## config.mk

```make
export PLATFORM = sky130hd
export DESIGN_NAME = bix_exec
export DESIGN_NICKNAME = d
export VERILOG_FILES = /design/src/core/bix_pkg.sv /design/src/core/bix_exec.sv
export VERILOG_INCLUDE_DIRS = /design/src /design/src/core
export SDC_FILE = /design/constraint.sdc
export NUM_CORES = 1
export LEC_CHECK = 0
export BUFFER_PORTS_ARGS = -buffer_cell sky130_fd_sc_hd__buf_2
export CORE_UTILIZATION = 57
export CTS_CLUSTER_DIAMETER = 200
export DETAILED_ROUTE_END_ITERATION = 7
export PLACE_DENSITY = 0.8
export SETUP_SLACK_MARGIN = 0.2
export SLEW_MARGIN = 0
export SYNTH_ARGS = -nofsm -noshare
export SYNTH_HDL_FRONTEND = slang
export SYNTH_SLANG_ARGS = --single-unit
export TNS_END_PERCENT = 10
```

## constraint.sdc

```tcl
create_clock -name clock -period 9.6 [get_ports clock]
set_input_delay 0.48 -clock clock [delete_from_list [all_inputs] [get_ports clock]]
set_output_delay 0.48 -clock clock [all_outputs]
set_load 0.01 [all_outputs]
```

## src/core/bix_regs.svh

```systemverilog
// field positions, opcodes and reset values of the instruction executor
`ifndef BIX_REGS_SVH
`define BIX_REGS_SVH

`define BIX_OP6_FLD   13:8
`define BIX_JP_FLD    13:11
`define BIX_LP_FLD    13:10
`define BIX_K11_FLD   10:0
`define BIX_K8_FLD    7:0
`define BIX_F_FLD     6:0
`define BIX_D_BIT     7
`define BIX_LAT_FLD   4:3
`define BIX_PCH_FLD   12:11
`define BIX_PCL_FLD   10:0

`define BIX_JMP_PFX   3'h5
`define BIX_LDL_PFX   4'hc
`define BIX_DEC_OP    6'h03
`define BIX_INC_OP    6'h0a
`define BIX_DSK_OP    6'h0b
`define BIX_ISK_OP    6'h0f
`define BIX_ORL_OP    6'h38

`define BIX_PC_RST    13'h0000
`define BIX_PC_ONE    13'h0001
`define BIX_ACC_RST   8'h00
`define BIX_NUL_RST   1'h0
`define BIX_ONE8      8'h01
`define BIX_ZERO8     8'h00
`define BIX_D_ACC     1'h0

`endif

```

## src/core/bix_pkg.sv

```systemverilog
// types of the instruction executor
package bix_pkg;

  typedef struct packed {
    logic        valid;
    logic [13:0] word;
  } bix_instr_s;

  typedef struct packed {
    logic        wr;
    logic [6:0]  addr;
    logic [7:0]  data;
  } bix_fwr_s;

  typedef struct packed {
    logic [12:0] pc;
    logic [7:0]  acc;
    logic        null_flag;
  } bix_arch_s;

  typedef enum logic [3:0] {
    OP_OTHER,
    OP_JUMP,
    OP_DEC,
    OP_INC,
    OP_DSKIP,
    OP_ISKIP,
    OP_ORLIT,
    OP_LDLIT
  } bix_op_e;

  typedef enum logic {
    ST_RUN,
    ST_ANNUL
  } bix_st_e;

endpackage

```

## src/core/bix_exec.sv

```systemverilog
// executor for jump, inc/dec (with skip) and literal accumulator ops
// Function
// - jump loads its 11-bit immediate into program counter bits 10..0
// - jump copies latch bits 4..3 into program counter bits 12..11
// - jump takes two instruction cycles and leaves flags unchanged
// - decrement_file subtracts one; destination by target_select; updates null flag
// - increment_file adds one; destination by target_select; updates null flag
// - decrement_skip_on_null decrements to chosen destination, flags untouched
// - zero result discards next instruction as a no-op, two cycles
// - increment_skip_on_null increments likewise, zero result skips next instruction
// - or_literal_into_acc ORs literal into accumulator, updates null flag
// - load_literal_acc loads literal into accumulator, flags unchanged
`timescale 1ns/1ps
`include "bix_regs.svh"

module bix_exec #(
  parameter int FILE_DEPTH = 128,
  parameter int PC_W       = 13
) (
  input  wire logic               clock,        // 20 MHz core clock
  input  wire logic               sys_rst,      // sync reset, active high
  input  wire bix_pkg::bix_instr_s instr,       // instruction word with valid
  output logic                    instr_ready,  // word may be taken
  input  wire logic [7:0]         jump_latch,   // upper_jump_latch contents
  input  wire bix_pkg::bix_fwr_s  file_wr,      // outside file write port
  input  wire logic [6:0]         file_rd_addr, // outside file read address
  output logic [7:0]              file_rd_data, // registered file read data
  output bix_pkg::bix_arch_s      arch,         // pc, accumulator, null flag
  output logic                    retire,       // pulse: word executed
  output logic                    annul         // pulse: word discarded
);

  logic [7:0]      file_mem [FILE_DEPTH];
  logic [PC_W-1:0] pc_r;
  logic [PC_W-1:0] pc_nxt;
  logic [7:0]      acc_r;
  logic [7:0]      acc_nxt;
  logic            null_r;
  logic            null_nxt;
  logic            retire_r;
  logic            annul_r;
  logic [7:0]      rd_r;
  bix_pkg::bix_st_e st_r;
  bix_pkg::bix_st_e st_nxt;
  bix_pkg::bix_op_e op;

  logic            take;
  logic            exec;
  logic [6:0]      faddr;
  logic            dsel;
  logic [7:0]      fval;
  logic [7:0]      inc_val;
  logic [7:0]      dec_val;
  logic [7:0]      or_val;
  logic [7:0]      res;
  logic [7:0]      k8;
  logic [10:0]     k11;
  logic            file_we;
  logic            skip;

  // decode
  always_comb begin
    op = bix_pkg::OP_OTHER;
    if (instr.word[`BIX_JP_FLD] == `BIX_JMP_PFX) begin
      op = bix_pkg::OP_JUMP;
    end else if (instr.word[`BIX_LP_FLD] == `BIX_LDL_PFX) begin
      // don't-care bits ignored; supplier clears them
      op = bix_pkg::OP_LDLIT;
    end else begin
      unique case (instr.word[`BIX_OP6_FLD])
        `BIX_DEC_OP: op = bix_pkg::OP_DEC;
        `BIX_INC_OP: op = bix_pkg::OP_INC;
        `BIX_DSK_OP: op = bix_pkg::OP_DSKIP;
        `BIX_ISK_OP: op = bix_pkg::OP_ISKIP;
        `BIX_ORL_OP: op = bix_pkg::OP_ORLIT;
        default:     op = bix_pkg::OP_OTHER;
      endcase
    end
  end

  assign instr_ready = !sys_rst;
  assign take        = instr.valid && instr_ready;
  assign exec        = take && (st_r == bix_pkg::ST_RUN);
  assign faddr       = instr.word[`BIX_F_FLD];
  assign dsel        = instr.word[`BIX_D_BIT];
  assign k8          = instr.word[`BIX_K8_FLD];
  assign k11         = instr.word[`BIX_K11_FLD];
  assign fval        = file_mem[faddr];
  assign inc_val     = fval + `BIX_ONE8;
  assign dec_val     = fval - `BIX_ONE8;
  assign or_val      = acc_r | k8;

  // result of the file ops
  always_comb begin
    res = fval;
    unique case (op)
      bix_pkg::OP_DEC,
      bix_pkg::OP_DSKIP: res = dec_val;
      bix_pkg::OP_INC,
      bix_pkg::OP_ISKIP: res = inc_val;
      bix_pkg::OP_ORLIT: res = or_val;
      bix_pkg::OP_LDLIT: res = k8;
      bix_pkg::OP_JUMP,
      bix_pkg::OP_OTHER: res = fval;
    endcase
  end

  // skip when the skip variant yields zero
  assign skip = exec && (res == `BIX_ZERO8) &&
                (op == bix_pkg::OP_DSKIP || op == bix_pkg::OP_ISKIP);

  assign file_we = exec && dsel &&
                   (op == bix_pkg::OP_DEC || op == bix_pkg::OP_INC ||
                    op == bix_pkg::OP_DSKIP || op == bix_pkg::OP_ISKIP);

  // sequencing: jump and taken skip annul the following word
  always_comb begin
    st_nxt = st_r;
    unique case (st_r)
      bix_pkg::ST_RUN: begin
        if ((exec && op == bix_pkg::OP_JUMP) || skip) begin
          st_nxt = bix_pkg::ST_ANNUL;
        end
      end
      bix_pkg::ST_ANNUL: begin
        if (take) begin
          st_nxt = bix_pkg::ST_RUN;
        end
      end
    endcase
  end

  always_ff @(posedge clock) begin
    if (sys_rst) begin
      st_r <= bix_pkg::ST_RUN;
    end else begin
      st_r <= st_nxt;
    end
  end

  // program counter
  always_comb begin
    pc_nxt = pc_r;
    if (exec && op == bix_pkg::OP_JUMP) begin
      pc_nxt[`BIX_PCL_FLD] = k11;
      pc_nxt[`BIX_PCH_FLD] = jump_latch[`BIX_LAT_FLD];
    end else if (take) begin
      pc_nxt = pc_r + `BIX_PC_ONE;
    end
  end

  always_ff @(posedge clock) begin
    if (sys_rst) begin
      pc_r <= `BIX_PC_RST;
    end else begin
      pc_r <= pc_nxt;
    end
  end

  // accumulator
  always_comb begin
    acc_nxt = acc_r;
    if (exec) begin
      unique case (op)
        bix_pkg::OP_DEC,
        bix_pkg::OP_INC,
        bix_pkg::OP_DSKIP,
        bix_pkg::OP_ISKIP: begin
          if (dsel == `BIX_D_ACC) begin
            acc_nxt = res;
          end
        end
        bix_pkg::OP_ORLIT: acc_nxt = res;
        bix_pkg::OP_LDLIT: acc_nxt = res;
        bix_pkg::OP_JUMP,
        bix_pkg::OP_OTHER: acc_nxt = acc_r;
      endcase
    end
  end

  always_ff @(posedge clock) begin
    if (sys_rst) begin
      acc_r <= `BIX_ACC_RST;
    end else begin
      acc_r <= acc_nxt;
    end
  end

  // null flag: only dec, inc and or-literal touch it
  always_comb begin
    null_nxt = null_r;
    if (exec && (op == bix_pkg::OP_DEC || op == bix_pkg::OP_INC ||
                 op == bix_pkg::OP_ORLIT)) begin
      null_nxt = (res == `BIX_ZERO8);
    end
  end

  always_ff @(posedge clock) begin
    if (sys_rst) begin
      null_r <= `BIX_NUL_RST;
    end else begin
      null_r <= null_nxt;
    end
  end

  // file registers; executed write wins over outside port
  always_ff @(posedge clock) begin
    if (file_we) begin
      file_mem[faddr] <= res;
    end else if (file_wr.wr) begin
      file_mem[file_wr.addr] <= file_wr.data;
    end
  end

  always_ff @(posedge clock) begin
    if (sys_rst) begin
      rd_r <= `BIX_ZERO8;
    end else begin
      rd_r <= file_mem[file_rd_addr];
    end
  end

  // retire and annul pulses
  always_ff @(posedge clock) begin
    if (sys_rst) begin
      retire_r <= 1'b0;
      annul_r  <= 1'b0;
    end else begin
      retire_r <= exec;
      annul_r  <= take && (st_r == bix_pkg::ST_ANNUL);
    end
  end

  assign arch.pc        = pc_r;
  assign arch.acc       = acc_r;
  assign arch.null_flag = null_r;
  assign file_rd_data   = rd_r;
  assign retire         = retire_r;
  assign annul          = annul_r;
endmodule

```

==> results.toml <==
[status]
status = "finished, violations left"
violations = "DRC"

[placed_design]
place_congestion = 0.951
dpl_cell_area_mm2 = 0.0519
dp_hpwl_um = 94300
portBuffers = 74

[global_routing]
track_usage_pct = 34.1
grt_pass1_vias = 29800
use_met2_pct = 51.9
busiest_layer = "met2"
grt_overflow = 0
grtUsageMet3_pct = 11.6
antenna_found_initial = 13
grt_pass1_wl_um = 215000
grt_max_degree = 138
use_met1_pct = 44.4

[yosys]
synth-seq-cells = 1057
netlist_area_mm2 = 0.0504
seq_area_frac_synth_pct = 62.3
synth_edf_count = 1024
synth_cells = 2666
yosysTopAreaCell = "edfxtp_1"
synth_flop_cell = "edfxtp_1"
yosysMostFrequentCell = "edfxtp_1"
ys_warn_count = 0
synth_cell_types = 64
synth-async-reset-ratio_pct = 0
yosysTopAreaCellShare_pct = 61.0
yosys-top-cells-area = "edfxtp_1, mux4_2, mux2i_1"
synth_area_per_cell_um2 = 18.9
syn_nets = 2721
synthTopCellsByCount = "edfxtp_1, mux4_2, nor2_1"

[power_and_ir_drop]
ir_worst_vdd_v = 0.000152
power_leakage_nw = 17.3
power_mw = 10.4
power_density_mw_per_mm2 = 189

[floorplan]
num_io_pins = 81
core_area_mm2 = 0.0872
placementRows = 108
start_util_pct = 57.8
chipHeight_um = 299
die_area_mm2 = 0.0896
die_w_um = 299

[detailed_routing]
route.detailed.drc = 1
wl_per_cell_um = 38.2
vias = 30000
drt-total-wl_um = 150000
drtIter0Drc = 5198
via_per_inst = 7.64
firstDrtPassIters = 8
detail-route-antenna-nets = 0

[setup_path]
critPathArrivalTime_ps = 7520
r2r_cells = 17
cp-end-kind = "flop"
cp.required_ps = 10030
worstSetupPathType = "in2reg"
cp_max_fo = 59
cp-start-kind = "primary input"

[clock_network]
post_cts_resized = 0
root_buffer = "clkbuf_16"
cts_max_level = 3
cts.sinks = 1057
ctsHoldBuffers = 0
clkSlewWorstSetupHoldPaths_ps = 60
insertion_delay_ps = 690
clk_path_buf_depth = 3
post_cts_buffers = 0
cts_tree = "yes"
numCtsBuffers = 105

[sta]
tns_ps = 0
min_period_ps = 7090
hold_viol = 0
rsz0062_at_grt = "no"
relSlewSlack_pct = 4.99
fmax_mhz = 141
skew_ps = 35.9
fin_crit_sh_pct = 73.9
finalSetupViolations = 0
tightest_slew_ps = 1420
drv_slew = 0

[cells_and_area]
fin_nets = 2742
drive_gt1_share_pct = 33.0
finalInstanceArea_mm2 = 0.0553
area_delta_synth_final_pct = 9.82

[worst_hold_path]
hold_class = "in2reg"
holdPathStages = 3

[flow_run]
cap_violations = 0
cells in the final DEF, fill, tap and decap left out, types with 7 or more instances in the layout:
| master | n |
|---|---|
| and3_1 | 18 |
| a21oi_1 | 60 |
| nand4_1 | 7 |
| edfxtp_1 | 1024 |
| nand3_1 | 16 |
| a211oi_1 | 17 |
| mux2i_1 | 99 |
| bufinv_16 | 10 |
| clkbuf_16 | 110 |
| nor2_1 | 201 |
| nor3b_1 | 17 |
| nor3_1 | 18 |
| a2bb2oi_1 | 11 |
| buf_2 | 67 |
| dfxtp_1 | 33 |
| mux4_2 | 573 |
| mux2_2 | 13 |
| and2_1 | 9 |
| clkinvlp_4 | 11 |
| clkbuf_1 | 19 |
| clkinv_1 | 19 |
| a31oi_1 | 17 |
| o22ai_1 | 15 |
| inv_1 | 13 |
| or2_2 | 25 |
| clkinv_2 | 17 |
| nand2b_1 | 9 |
| nor2b_1 | 21 |
| a22oi_1 | 53 |
| nor4_1 | 14 |
| o21ai_0 | 30 |
| nand2_1 | 45 |
| buf_4 | 53 |
per-layer routing:
| metal | wire, µm | vias to the layer above |
|---|---|---|
| met1 | 49400 | 15400 |
| met2 | 69200 | 2604 |
| li1 | - | 11400 |
| met5 | 212 | - |
| met4 | 8700 | 24 |
| met3 | 22500 | 533 |
logic make-up (layout without fill, tap and decap cells):
kind of cell | count (synthesis) | in the layout | share of synthesized area, %
and+or+nand+nor | 415 | 415 | 3.90
buffers and inverters | 234 | 343 | 2.07
muxes | 685 | 685 | 27.9
adders and majority gates | 7 | 7 | 0.189
AOI/OAI and AO/OA | 262 | 262 | 3.52
other | 0 | 2 | 0
xor gates and xnor gates | 6 | 6 | 0.104
DFF | 1057 | 1057 | 62.3
cell type report:
type                    instances  area, µm²
flip-flops and latches       1057      31400
well taps                    1155       1450
multi-input cells            1375      18000
inverters                      17       63.8
clock buffers                 132       2860
diodes                          2       5.00
fillers                      5612      31800
clock inverters                63        607
repair buffers                131        925
metrics by stage:
step                      setup WS [ps]  hold WS, ps  util, %  instances
after floorplan                     299          454        -       2666
after global routing               2030          201     63.5       3930
final                              2510          161     63.5       3932
after detailed placement           2030          499     59.5       3735
after global placement             2160          491     59.5       3735
after CTS                          2670          146     63.5       3930
registers in the layout, indices dropped and copies added, names as in the netlist:
register / count
acc_r: 8
annul: 1
file_mem: 1024
file_rd_data: 8
null_r: 1
pc_r: 13
retire: 1
st_r: 1
final timing paths:
path,endpoint,start,slack [ps]
max,file_mem[111][6],instr[2],2510
min,st_r,instr[11],160
max reg2reg,file_mem[111][6],file_mem[119][0],2860
min reg2reg,null_r,null_r,520
worst max-delay path: stages:
cell,delay [ps]
buf_6,590
nor2b_1,1140
a22oi_1,180
a21oi_1,360
nor3_1,230
nor4_1,1010
inv_1,170
fa_1,510
a21oi_1,190
o21ai_0,100
a21oi_1,170
xnor2_1,170
xnor2_1,140
a21oi_1,80
o21ai_0,300
nor2_1,120
nor2_4,940
buf_4,520
report_power, final:
| part | internal [mW] | leakage [nW] | switching (mW) | total (mW) |
|---|---|---|---|---|
| clock | 2.38 | 1.67 | 1.79 | 4.17 |
| sequential | 5.19 | 9.45 | 0.00870 | 5.20 |
| combinational | 0.372 | 6.17 | 0.693 | 1.06 |
| total | 7.94 | 17.3 | 2.49 | 10.4 |
Power figures use the tool's default switching activity.
